--- config.mk ---
export PLATFORM = sky130hd
export DESIGN_NAME = ucd_top
export DESIGN_NICKNAME = d
export VERILOG_FILES = /design/src/rtl/ucd_pkg.sv /design/src/rtl/ucd_top.sv
export SDC_FILE = /design/constraint.sdc
export NUM_CORES = 1
export LEC_CHECK = 0
export ABC_AREA = 1
export BUFFER_PORTS_ARGS = -buffer_cell sky130_fd_sc_hd__buf_2
export CAP_MARGIN = 20
export CORE_MARGIN = 2
export CORE_UTILIZATION = 55
export CTS_CLUSTER_DIAMETER = 60
export DETAILED_ROUTE_END_ITERATION = 10
export HOLD_SLACK_MARGIN = 0.05
export PLACE_DENSITY_LB_ADDON = 0.2
export RECOVER_POWER = 50
export SLEW_MARGIN = 20
export SYNTH_ARGS = -nofsm -noshare
export SYNTH_HDL_FRONTEND = slang
export SYNTH_SLANG_ARGS = --single-unit
--- constraint.sdc ---
create_clock -name core_clk_i -period 2.8 [get_ports core_clk_i]
set_input_delay 0.56 -clock core_clk_i [delete_from_list [all_inputs] [get_ports core_clk_i]]
set_output_delay 0.56 -clock core_clk_i [all_outputs]
set_load 0.01 [all_outputs]
--- src/rtl/ucd_pkg.sv ---
// Package for the UART channel command decoder
package ucd_pkg;
    // APB register byte offsets
    localparam logic [7:0] UCD_CMD_OFF = 8'h00;
    localparam logic [7:0] UCD_STAT_OFF = 8'h04;
    localparam logic [7:0] UCD_CTRL_OFF = 8'h08;
    localparam logic [7:0] UCD_IRQ_STAT_OFF = 8'h0C;
    localparam logic [7:0] UCD_IRQ_MASK_OFF = 8'h10;
    // Command codes, upper nibble of the command write
    localparam logic [3:0] UCD_CMD_RST_ERR = 4'h4;
    localparam logic [3:0] UCD_CMD_RST_BRK_CHG = 4'h5;
    localparam logic [3:0] UCD_CMD_START_BRK = 4'h6;
    localparam logic [3:0] UCD_CMD_STOP_BRK = 4'h7;
    localparam logic [3:0] UCD_CMD_SET_RX_EXT = 4'h8;
    localparam logic [3:0] UCD_CMD_CLR_RX_EXT = 4'h9;
    localparam logic [3:0] UCD_CMD_SET_TX_EXT = 4'hA;
    localparam logic [3:0] UCD_CMD_CLR_TX_EXT = 4'hB;
    // Field positions
    localparam int UCD_CMD_CODE_LSB = 4;
    localparam int UCD_CTRL_BLOCK_MODE_BIT = 0;
    localparam int UCD_CTRL_TX_EN_BIT = 1;
    // Status word bit positions (upper status bits of the channel)
    localparam int UCD_ST_OVR_BIT = 4;
    localparam int UCD_ST_PAR_BIT = 5;
    localparam int UCD_ST_FRM_BIT = 6;
    localparam int UCD_ST_BRK_BIT = 7;
    localparam int UCD_ST_RXEXT_BIT = 8;
    localparam int UCD_ST_TXEXT_BIT = 9;
    localparam int UCD_ST_BREAK_BIT = 10;
    localparam int UCD_ST_BRKCHG_BIT = 11;
    // Interrupt status bits
    localparam int UCD_IRQ_ERR_BIT = 0;
    localparam int UCD_IRQ_BRKCHG_BIT = 1;
    localparam int UCD_IRQ_BRKDONE_BIT = 2;
    localparam int UCD_IRQ_W = 3;
    // Reset values
    localparam logic [1:0] UCD_CTRL_RST = 2'h0;
    localparam logic [2:0] UCD_MASK_RST = 3'h0;
    // Timing: bit time derived from bit rate and clock rate
    localparam int UCD_CLK_HZ = 40_000_000;
    localparam int UCD_BIT_RATE = 9600;
    localparam int UCD_BIT_CYC = UCD_CLK_HZ / UCD_BIT_RATE;
    localparam int UCD_BIT_CNT_W = 16;
    typedef enum logic [1:0] {
        UCD_TX_IDLE,
        UCD_TX_WAIT,
        UCD_TX_BREAK,
        UCD_TX_MARK
    } ucd_tx_state_t;
endpackage

--- src/rtl/ucd_top.sv ---
// Command decoder for upper-nibble codes 4..B of one UART channel
// What this block does
// - Command write: upper nibble is a command code, lower nibble is ignored.
// - Code 0100 clears break, parity, framing and overrun status flags.
// - Block mode: error flags stay set until the error-reset command.
// - Character mode: parity, framing, break follow the head character.
// - Overrun always latches, cleared only by the error-reset command.
// - Code 0101 clears the break-change status flag.
// - Code 0110 drives the serial output low until stop-break.
// - Idle transmitter: break begins within two bit periods.
// - Busy transmitter: break waits until transmitter-empty is true.
// - Code 0111 returns serial output high within two bit periods.
// - After break, output stays high one bit before the next character.
// - Code 1000 sets receiver rate-generator extend bit.
// - Code 1001 clears receiver rate-generator extend bit.
// - Code 1010 sets transmitter rate-generator extend bit.
// - Code 1011 clears transmitter rate-generator extend bit.
module ucd_top
    import ucd_pkg::*;
#(
    parameter int BIT_CYC = UCD_BIT_CYC
) (
    // Clock and reset
    input wire logic core_clk_i,
    input wire logic reset_i,
    // APB slave
    input wire logic psel_i,
    input wire logic penable_i,
    input wire logic pwrite_i,
    input wire logic [7:0] paddr_i,
    input wire logic [31:0] pwdata_i,
    output logic [31:0] prdata_o,
    output logic pready_o,
    output logic pslverr_o,
    // Receiver and transmitter core, same clock
    input wire logic rx_head_par_i,
    input wire logic rx_head_frm_i,
    input wire logic rx_head_brk_i,
    input wire logic rx_err_par_i,
    input wire logic rx_err_frm_i,
    input wire logic rx_err_brk_i,
    input wire logic rx_overrun_i,
    input wire logic brk_change_i,
    input wire logic tx_empty_flag_i,
    input wire logic tx_char_start_i,
    input wire logic tx_core_data_i,
    // Channel outputs
    output logic serial_tx_out_o,
    output logic tx_hold_o,
    output logic rx_ext_o,
    output logic tx_ext_o,
    output logic irq_o
);
    typedef struct packed {
        logic [31:0] prdata;
        logic pready;
        logic pslverr;
        logic par;
        logic frm;
        logic brk;
        logic ovr;
        logic brk_chg;
        logic rx_ext;
        logic tx_ext;
        logic block_mode;
        logic tx_en;
        ucd_tx_state_t tx_st;
        logic [UCD_BIT_CNT_W-1:0] bit_cnt;
        logic txd;
        logic hold;
        logic [UCD_IRQ_W-1:0] irq_stat;
        logic [UCD_IRQ_W-1:0] irq_mask;
        logic irq;
    } ucd_state_t;

    localparam logic [UCD_BIT_CNT_W-1:0] BIT_LAST =
        UCD_BIT_CNT_W'(BIT_CYC - 1);

    ucd_state_t s_q, s_d;

    logic wr_acc, rd_acc, cmd_wr;
    logic [3:0] code;
    logic [31:0] stat_word;
    logic [UCD_IRQ_W-1:0] irq_ev;

    assign wr_acc = psel_i && penable_i && pwrite_i && !s_q.pready;
    assign rd_acc = psel_i && penable_i && !pwrite_i && !s_q.pready;
    // One strobe per completed access cycle
    assign cmd_wr = wr_acc && (paddr_i == UCD_CMD_OFF);
    assign code = pwdata_i[UCD_CMD_CODE_LSB +: 4];

    always_comb begin
        stat_word = 32'h0;
        stat_word[UCD_ST_OVR_BIT] = s_q.ovr;
        stat_word[UCD_ST_PAR_BIT] = s_q.par;
        stat_word[UCD_ST_FRM_BIT] = s_q.frm;
        stat_word[UCD_ST_BRK_BIT] = s_q.brk;
        stat_word[UCD_ST_RXEXT_BIT] = s_q.rx_ext;
        stat_word[UCD_ST_TXEXT_BIT] = s_q.tx_ext;
        stat_word[UCD_ST_BREAK_BIT] = (s_q.tx_st == UCD_TX_BREAK);
        stat_word[UCD_ST_BRKCHG_BIT] = s_q.brk_chg;
    end

    always_comb begin
        s_d = s_q;
        irq_ev = '0;
        // APB answers in the cycle after the access phase starts
        s_d.pready = psel_i && penable_i && !s_q.pready;
        s_d.pslverr = 1'b0;
        if (rd_acc) begin
            unique case (paddr_i)
                UCD_STAT_OFF: s_d.prdata = stat_word;
                UCD_CTRL_OFF: s_d.prdata = {30'h0, s_q.tx_en, s_q.block_mode};
                UCD_IRQ_STAT_OFF: s_d.prdata = {29'h0, s_q.irq_stat};
                UCD_IRQ_MASK_OFF: s_d.prdata = {29'h0, s_q.irq_mask};
                UCD_CMD_OFF: s_d.prdata = 32'h0;
                default: begin
                    s_d.prdata = 32'h0;
                    s_d.pslverr = 1'b1;
                end
            endcase
        end else if (wr_acc) begin
            unique case (paddr_i)
                UCD_CMD_OFF: ;
                UCD_CTRL_OFF: begin
                    s_d.block_mode = pwdata_i[UCD_CTRL_BLOCK_MODE_BIT];
                    s_d.tx_en = pwdata_i[UCD_CTRL_TX_EN_BIT];
                end
                UCD_IRQ_MASK_OFF: s_d.irq_mask = pwdata_i[UCD_IRQ_W-1:0];
                UCD_IRQ_STAT_OFF: ;
                UCD_STAT_OFF: ;
                default: s_d.pslverr = 1'b1;
            endcase
        end
        // Error flags; error reset first so a new error still wins
        if (cmd_wr && code == UCD_CMD_RST_ERR) begin
            s_d.par = 1'b0;
            s_d.frm = 1'b0;
            s_d.brk = 1'b0;
            s_d.ovr = 1'b0;
        end
        if (s_q.block_mode) begin
            if (rx_err_par_i) s_d.par = 1'b1;
            if (rx_err_frm_i) s_d.frm = 1'b1;
            if (rx_err_brk_i) s_d.brk = 1'b1;
        end else begin
            s_d.par = rx_head_par_i;
            s_d.frm = rx_head_frm_i;
            s_d.brk = rx_head_brk_i;
        end
        if (rx_overrun_i) s_d.ovr = 1'b1;
        if (cmd_wr && code == UCD_CMD_RST_BRK_CHG) s_d.brk_chg = 1'b0;
        if (brk_change_i) s_d.brk_chg = 1'b1;
        if (cmd_wr) begin
            unique case (code)
                UCD_CMD_SET_RX_EXT: s_d.rx_ext = 1'b1;
                UCD_CMD_CLR_RX_EXT: s_d.rx_ext = 1'b0;
                UCD_CMD_SET_TX_EXT: s_d.tx_ext = 1'b1;
                UCD_CMD_CLR_TX_EXT: s_d.tx_ext = 1'b0;
                default: ;
            endcase
        end
        // Break sequencer
        if (s_q.bit_cnt != '0) s_d.bit_cnt = s_q.bit_cnt - 1'b1;
        unique case (s_q.tx_st)
            UCD_TX_IDLE: begin
                s_d.txd = tx_core_data_i;
                s_d.hold = 1'b0;
                // Ignored while the transmitter is disabled
                if (cmd_wr && code == UCD_CMD_START_BRK && s_q.tx_en) begin
                    s_d.tx_st = UCD_TX_WAIT;
                    s_d.hold = 1'b1;
                end
            end
            UCD_TX_WAIT: begin
                s_d.txd = tx_core_data_i;
                // Idle line starts the break on the next edge
                if (tx_empty_flag_i) begin
                    s_d.tx_st = UCD_TX_BREAK;
                    s_d.txd = 1'b0;
                end
                if (cmd_wr && code == UCD_CMD_STOP_BRK) begin
                    s_d.tx_st = UCD_TX_IDLE;
                    s_d.hold = 1'b0;
                    s_d.txd = tx_core_data_i;
                end
            end
            UCD_TX_BREAK: begin
                s_d.txd = 1'b0;
                if (cmd_wr && code == UCD_CMD_STOP_BRK) begin
                    s_d.tx_st = UCD_TX_MARK;
                    s_d.txd = 1'b1;
                    s_d.bit_cnt = BIT_LAST;
                    irq_ev[UCD_IRQ_BRKDONE_BIT] = 1'b1;
                end
            end
            UCD_TX_MARK: begin
                s_d.txd = 1'b1;
                if (s_q.bit_cnt == '0) begin
                    s_d.tx_st = UCD_TX_IDLE;
                    s_d.hold = 1'b0;
                end
            end
        endcase
        // Interrupts: set wins over write-one-to-clear
        irq_ev[UCD_IRQ_ERR_BIT] = rx_err_par_i || rx_err_frm_i
            || rx_err_brk_i || rx_overrun_i;
        irq_ev[UCD_IRQ_BRKCHG_BIT] = brk_change_i;
        if (wr_acc && paddr_i == UCD_IRQ_STAT_OFF)
            s_d.irq_stat = s_q.irq_stat & ~pwdata_i[UCD_IRQ_W-1:0];
        s_d.irq_stat = s_d.irq_stat | irq_ev;
        s_d.irq = |(s_d.irq_stat & s_d.irq_mask);
    end

    always_ff @(posedge core_clk_i or posedge reset_i) begin
        if (reset_i) begin
            s_q <= '0;
            s_q.txd <= 1'b1;
            s_q.tx_st <= UCD_TX_IDLE;
            s_q.irq_mask <= UCD_MASK_RST;
            {s_q.tx_en, s_q.block_mode} <= UCD_CTRL_RST;
        end else begin
            s_q <= s_d;
        end
    end

    assign prdata_o = s_q.prdata;
    assign pready_o = s_q.pready;
    assign pslverr_o = s_q.pslverr;
    assign serial_tx_out_o = s_q.txd;
    assign tx_hold_o = s_q.hold;
    assign rx_ext_o = s_q.rx_ext;
    assign tx_ext_o = s_q.tx_ext;
    assign irq_o = s_q.irq;
endmodule

* Word-level counts from Yosys, hierarchy flattened
Index checks and enable logic that the tools add are counted.
** Operators by class
- $add $sub $neg :: 1
- Multipliers :: 0
- Div/mod/pow operators :: 0
- Magnitude comparators :: 0
- Eq/ne operators :: 23
- Shifts and indexed selects :: 0
- Multiplexer cells :: 34
- Bitwise gates (word level) :: 5
- Reduce and logical (&&, ||, !) cells :: 34
** Operators by type and width (count)
- 12-bit one-hot mux with 4 select lines :: 1
- 16-bit 2-to-1 mux :: 2
- 19-bit 2-to-1 mux :: 1
- 4-bit by 3-bit == test with 1-bit output (second input constant) :: 4
- 4-bit == test (second input constant) :: 4
- 8-bit by 4-bit == test with 1-bit output (second input constant) :: 2
- 16-bit zero test :: 1
- 16-bit nonzero test :: 1
- 16-bit by 1-bit subtractor with 16-bit output (second input constant) :: 1
- 3-bit 2-to-1 mux :: 5
- 1-bit 2-to-1 mux :: 14
- 1-bit logical AND :: 13
- 2-bit 2-to-1 mux :: 5
- 3-bit by 2-bit inequality test with 1-bit output (second input constant) :: 3
- 8-bit by 3-bit == test with 1-bit output (second input constant) :: 1
- 8-bit by 5-bit == test with 1-bit output (second input constant) :: 1
- 8-bit zero test :: 1
- 2-bit one-hot mux with 4 select lines :: 1
- 2-bit nonzero test :: 4
- 3-bit AND :: 2
- 2-bit inequality test (second input constant) :: 3
- 3-bit AND reduction :: 2
- 5-bit OR reduction :: 1
- 2-bit == test (second input constant) :: 2
- other kinds (17) :: 22
** Storage, ports and cells
- Bits in registers :: 70
- Latch bits :: 0
- Bits in writable memories :: 0
- Bits in read-only memories :: 0
- Output and inout bits :: 39
- Word-level logic and storage cells :: 116
- Memories kept :: 0

* Longest topological paths before layout
- Depth after elaboration :: 10
- Gate-level depth with buffers :: 10

* Least setup slack after synthesis
Ideal clock, no wire load.
- Kind :: input to register
- Start point :: in paddr_i[1]
- End point :: reg s_q[26] in the netlist's numbering
- Library setup time :: 121 ps
- Data arrival time :: 1366 ps
- Data required time :: 2679 ps
- Setup slack :: 1313 ps
- Stages on the path :: 8
- Cells stage by stage :: nor2_4 > nand2_4 > nor2_8 > nand3_4 > nand2_2 > nand2_2 > o21bai_1 > nand2_1
** On the way
- Longest elaborated chain between the ends :: 6
** Ends and longest elaborated chain
- from (decl) :: RTL line ucd_top.sv:30 : input wire logic [7:0] paddr_i,
- 8-bit zero test * :: RTL line ucd_top.sv:89 : assign cmd_wr = wr_acc && (paddr_i == UCD_CMD_OFF);
- 1-bit logical AND * :: RTL line ucd_top.sv:89
- 1-bit logical AND (2 in series) :: RTL line ucd_top.sv:170 : if (cmd_wr && code == UCD_CMD_START_BRK && s_q.tx_en) begin
- 2-bit inequality test (no source line)
- 4-bit AND reduction (no source line)
- to (decl) :: RTL line ucd_top.sv:79 : ucd_state_t s_q, s_d;
Mark *: on every way between the ends. The rest lies on a longest branch, timed or not.
A chain may end at the register's enable or synchronous reset.

==> flow_summary.html <==
<table>
<tr><th>Metric</th><th>Value</th></tr>
<tr><th colspan="2">STA</th></tr>
<tr><td>Final slew viol count</td><td>0</td></tr>
<tr><td>Worst Clk Skew</td><td>approximately 8.3 ps</td></tr>
<tr><td>Worst-Margin Slew</td><td>976 ps</td></tr>
<tr><td>Tightest slew margin relative to the limit</td><td>0.347</td></tr>
<tr><td>Unrepaired setup endpoints after global routing</td><td>false</td></tr>
<tr><td>Fmax achieved</td><td>about 0.46 GHz</td></tr>
<tr><td>Final count of hold timing violations</td><td>0</td></tr>
<tr><td>Setup Viol. Count Final</td><td>0</td></tr>
<tr><td>Shortest clock period the worst path allows after layout</td><td>between 2000 and 2500 ps</td></tr>
<tr><td>Post-route clock period utilization</td><td>0.779</td></tr>
<tr><td>Sum Neg Setup Slack</td><td>0 ps</td></tr>
<tr><th colspan="2">Yosys</th></tr>
<tr><td>Largest cells by area after synthesis</td><td>sky130_fd_sc_hd__dfrtp_1 (41%), sky130_fd_sc_hd__nand2_1 (13%), sky130_fd_sc_hd__buf_4 (8.3%)</td></tr>
<tr><td>Post-synth top cells</td><td>sky130_fd_sc_hd__nand2_1 (97), sky130_fd_sc_hd__dfrtp_1 (48), sky130_fd_sc_hd__nor2_1 (46)</td></tr>
<tr><td>Number of distinct library cells after synthesis</td><td>40</td></tr>
<tr><td>Proportion of netlist area held by the largest area contributor</td><td>0.415</td></tr>
<tr><td>Async S/R FF share, synth</td><td>1.00</td></tr>
<tr><td>Cell taking the most area after synthesis</td><td>sky130_fd_sc_hd__dfrtp_1</td></tr>
<tr><td>Flops &amp; latches, synth</td><td>49</td></tr>
<tr><td>EDFF count, synth</td><td>0</td></tr>
<tr><td>Syn Area/Cell</td><td>approximately 8.0 µm²</td></tr>
<tr><td>Synth warn</td><td>0</td></tr>
<tr><td>Most numerous cell in the Yosys netlist</td><td>sky130_fd_sc_hd__nand2_1</td></tr>
<tr><td>Primary FF master, synth</td><td>sky130_fd_sc_hd__dfrtp_1</td></tr>
<tr><td>Post-Syn Instances</td><td>between 300 and 400</td></tr>
<tr><td>Register area share after synthesis</td><td>0.424</td></tr>
<tr><td>Combined area of all synthesized cells</td><td>between 2000 and 3000 µm²</td></tr>
<tr><th colspan="2">Finish</th></tr>
<tr><td>Antenna cell count</td><td>0</td></tr>
<tr><td>Fillers</td><td>467</td></tr>
<tr><td>Synthesis-to-layout area growth</td><td>8.86%</td></tr>
<tr><td>Final std cells w/o fill</td><td>475</td></tr>
<tr><td>Post-route standard cell area excluding fillers</td><td>3150 µm²</td></tr>
<tr><td>Final layout net count</td><td>approximately 460</td></tr>
<tr><td>Fraction of layout cells with a size suffix above 1</td><td>0.205</td></tr>
<tr><th colspan="2">Critical path</th></tr>
<tr><td>Critical path arrival</td><td>2360 ps</td></tr>
<tr><td>Start of the worst register-to-register path</td><td>pready_o$_DFF_PP0_</td></tr>
<tr><td>Required time of the critical path</td><td>2980 ps</td></tr>
<tr><td>Capture point of the worst path</td><td>s_q[24]$_DFF_PP0_</td></tr>
<tr><td>Reg2Reg Depth</td><td>6</td></tr>
<tr><td>Start point of the critical path</td><td>pready_o$_DFF_PP0_</td></tr>
<tr><td>Reg-to-reg endpoint</td><td>s_q[24]$_DFF_PP0_</td></tr>
<tr><td>Crit Path Max Fanout</td><td>10</td></tr>
<tr><td>Worst reg2reg setup slack</td><td>620 ps</td></tr>
<tr><td>Endpoint kind of the worst setup timing path</td><td>flip-flop</td></tr>
<tr><td>Sort of element at the start of the critical path</td><td>flip-flop</td></tr>
<tr><td>Critical path class</td><td>reg -&gt; reg</td></tr>
<tr><th colspan="2">Detailed routing</th></tr>
<tr><td>Antenna Nets Post-Route</td><td>0</td></tr>
<tr><td>Wire per inst</td><td>11.4 µm</td></tr>
<tr><td>Routed wire length</td><td>approximately 5.4 mm</td></tr>
<tr><td>Initial detailed-routing violation count</td><td>142</td></tr>
<tr><td>Average via count per standard cell</td><td>~4.8</td></tr>
<tr><td>Number of optimization iterations in the first detailed-route pass</td><td>5</td></tr>
<tr><td>Vias after detailed routing</td><td>2,259</td></tr>
<tr><td>Drt drc</td><td>0</td></tr>
<tr><th colspan="2">Floorplanning</th></tr>
<tr><td>Effective utilization at floorplan</td><td>0.567</td></tr>
<tr><td>Count of pins on the block boundary</td><td>95</td></tr>
<tr><td>Die outline height</td><td>76.6 µm</td></tr>
<tr><td>Die extent in x</td><td>76.6 µm</td></tr>
<tr><td>Std-Cell Rows</td><td>26</td></tr>
<tr><td>Total die area</td><td>around 6000 µm²</td></tr>
<tr><td>Core box area</td><td>5110 µm²</td></tr>
<tr><th colspan="2">Power</th></tr>
<tr><td>Max rail drop VDD</td><td>roughly 320 µV</td></tr>
<tr><td>Leak Pwr</td><td>1.68 nW</td></tr>
<tr><td>Cell internal pwr</td><td>1.10 mW</td></tr>
<tr><td>Net Sw Frac</td><td>0.221</td></tr>
<tr><td>Proportion of power drawn by the clock network</td><td>0.428</td></tr>
<tr><td>Share of power burned in combinational logic</td><td>0.065</td></tr>
<tr><td>Power density over the cells</td><td>448 nW/µm²</td></tr>
<tr><td>Switching power of the nets</td><td>around 310 µW</td></tr>
<tr><td>Flop pwr share</td><td>0.507</td></tr>
<tr><th colspan="2">Clocking</th></tr>
<tr><td>Number of clock buffers inserted by TritonCTS</td><td>5</td></tr>
<tr><td>Cell at the root of the clock tree</td><td>sky130_fd_sc_hd__clkbuf_8</td></tr>
<tr><td>Clock tree from TritonCTS</td><td>built</td></tr>
<tr><td>Clock Tree Buf Depth</td><td>2</td></tr>
<tr><td>Clock-pin transition on the worst setup and hold timing paths</td><td>100 ps</td></tr>
<tr><td>Clock network latency to the later pin of the worst-skew pair</td><td>approximately 300 ps</td></tr>
<tr><td>Number of instances resized during post-cts repair</td><td>0</td></tr>
<tr><td>Post-cts hold buffer count</td><td>0</td></tr>
<tr><td>Maximum level of the CTS H-tree</td><td>2</td></tr>
<tr><td>Number of buffers inserted to repair setup after CTS</td><td>0</td></tr>
<tr><td>Sink Count</td><td>49</td></tr>
<tr><th colspan="2">Hold path</th></tr>
<tr><td>Worst hold path class</td><td>in -&gt; async</td></tr>
<tr><th colspan="2">GRT</th></tr>
<tr><td>Maximum number of pins on one net before global-route repair</td><td>19</td></tr>
<tr><td>Aggregate global-route resource usage</td><td>0.199</td></tr>
<tr><td>Global-route wire length before repair</td><td>between 9 and 10 mm</td></tr>
<tr><td>Met3 layer usage reported by global route</td><td>0.0308</td></tr>
<tr><td>Number of global-route vias before repair</td><td>2,085</td></tr>
<tr><td>Met2 capacity usage during global routing</td><td>0.312</td></tr>
<tr><td>Antenna violations before repair</td><td>0</td></tr>
<tr><td>Overall overflow remaining after global route</td><td>0</td></tr>
<tr><td>Global-route track usage on met1</td><td>0.289</td></tr>
<tr><td>Most used routing layer in global routing</td><td>met2</td></tr>
<tr><th colspan="2">Placed design</th></tr>
<tr><td>Total cell area at the placement stage</td><td>3050 µm²</td></tr>
<tr><td>Weighted congestion reported at the end of routability-driven placement</td><td>0.941</td></tr>
<tr><td>Detailed Place HPWL</td><td>4.32 mm</td></tr>
<tr><td># port buffers</td><td>47</td></tr>
<tr><td>Placed cell count</td><td>467</td></tr>
<tr><th colspan="2">Run</th></tr>
<tr><td>Count of max-cap constraint violations</td><td>0</td></tr>
<tr><th colspan="2">Outcome</th></tr>
<tr><td>Run status</td><td>finished, final reports clean</td></tr>
</table>
worst max-delay path, stage by stage, from the launching register on:
cell and delay (ps):
sky130_fd_sc_hd__dfrtp_1 380, sky130_fd_sc_hd__inv_1 50, sky130_fd_sc_hd__nand3_1 160, sky130_fd_sc_hd__nor2_1 790, sky130_fd_sc_hd__nand4_4 320, sky130_fd_sc_hd__clkinv_1 280, sky130_fd_sc_hd__nor2_1 80
logic make-up after synthesis:
| group | count (synthesis) | share of synthesized area |
|---|---|---|
| AO/OA/AOI/OAI | 26 | 0.0545 |
| XOR/XNOR | 12 | 0.0363 |
| adder cells (fa/ha/maj) | 2 | 0.00864 |
| buffers and inverters | 68 | 0.133 |
| flip-flops | 49 | 0.424 |
| other | 1 | 0.00130 |
| AND/OR/NAND/NOR | 204 | 0.343 |
per-stage QoR:
stage | power, mW | hold WS, ps | worst slack (ps) | utilization
after global routing | 1.46 | 346 | 383 | 0.617
after floorplan | 0.808 | 450 | 1070 | -
after global placement | 0.825 | 459 | 1010 | 0.598
final | 1.41 | 292 | 619 | 0.617
after detailed placement | 0.827 | 461 | 966 | 0.598
after CTS | 1.43 | 208 | 948 | 0.624
sequential cells by signal, summed over array words and instances (netlist names):
| signal | flops |
|---|---|
| pslverr_o | 1 |
| rx_ext_o | 1 |
| s_q | 31 |
| irq_o | 1 |
| tx_hold_o | 1 |
| tx_ext_o | 1 |
| pready_o | 1 |
| serial_tx_out_o | 1 |
| prdata_o | 11 |
final cells by class:
cell class | instances | area, µm² | share of cell area
clock buffers | 5 | 68.8 | 0.0218
clock inverters | 3 | 68.8 | 0.0218
inverters | 34 | 128 | 0.0405
multi-input cells | 265 | 1330 | 0.422
flip-flops and latches | 49 | 1230 | 0.389
well taps | 70 | 87.6 | 0.0278
repair buffers | 49 | 243 | 0.0770
worst min path at each step:
stage	startpoint	slack (ps)	cells after the start	to
2_1_floorplan	prdata_o[2]$_DFFE_PP0P_	450	2	prdata_o[2]$_DFFE_PP0P_
3_3_place_gp	prdata_o[0]$_DFFE_PP0P_	460	2	prdata_o[0]$_DFFE_PP0P_
3_5_place_dp	prdata_o[0]$_DFFE_PP0P_	460	2	prdata_o[0]$_DFFE_PP0P_
4_1_cts	reset_i	210	2	s_q[15]$_DFF_PP0_
5_1_grt	reset_i	350	2	prdata_o[1]$_DFFE_PP0P_
6_report	reset_i	290	2	prdata_o[1]$_DFFE_PP0P_
power groups by stage:
stage	logic (mW)	clock network (mW)	registers, mW
3_3_place_gp	0.0957	0	0.729
5_1_grt	0.104	0.639	0.717
2_1_floorplan	0.0777	0	0.730
6_report	0.0912	0.605	0.716
4_1_cts	0.0980	0.617	0.716
3_5_place_dp	0.0977	0	0.730
layer usage:
layer / wire, µm / share of wire
met5: 0 / 0
met4: 34 / 0.0063
met3: 235 / 0.043
met2: 2440 / 0.45
met1: 2720 / 0.50
placed cells by master, fill, tap and decap left out, drive strengths merged, types with 2 or more instances in the layout:
cell,synthesis,layout
a31oi,2,2
nand3,25,25
inv,33,34
a21oi,6,6
nand4,2,2
xor2,8,8
nand3b,2,2
o21ai,12,12
nand2,105,105
dfrtp,48,48
xnor2,4,4
nor4,2,2
buf,34,47
nor2,62,62
conb,1,21
clkbuf,0,7
bufinv,0,2
nor3,5,5
ha,2,2
Note: power is estimated with default switching activity, not from simulation.
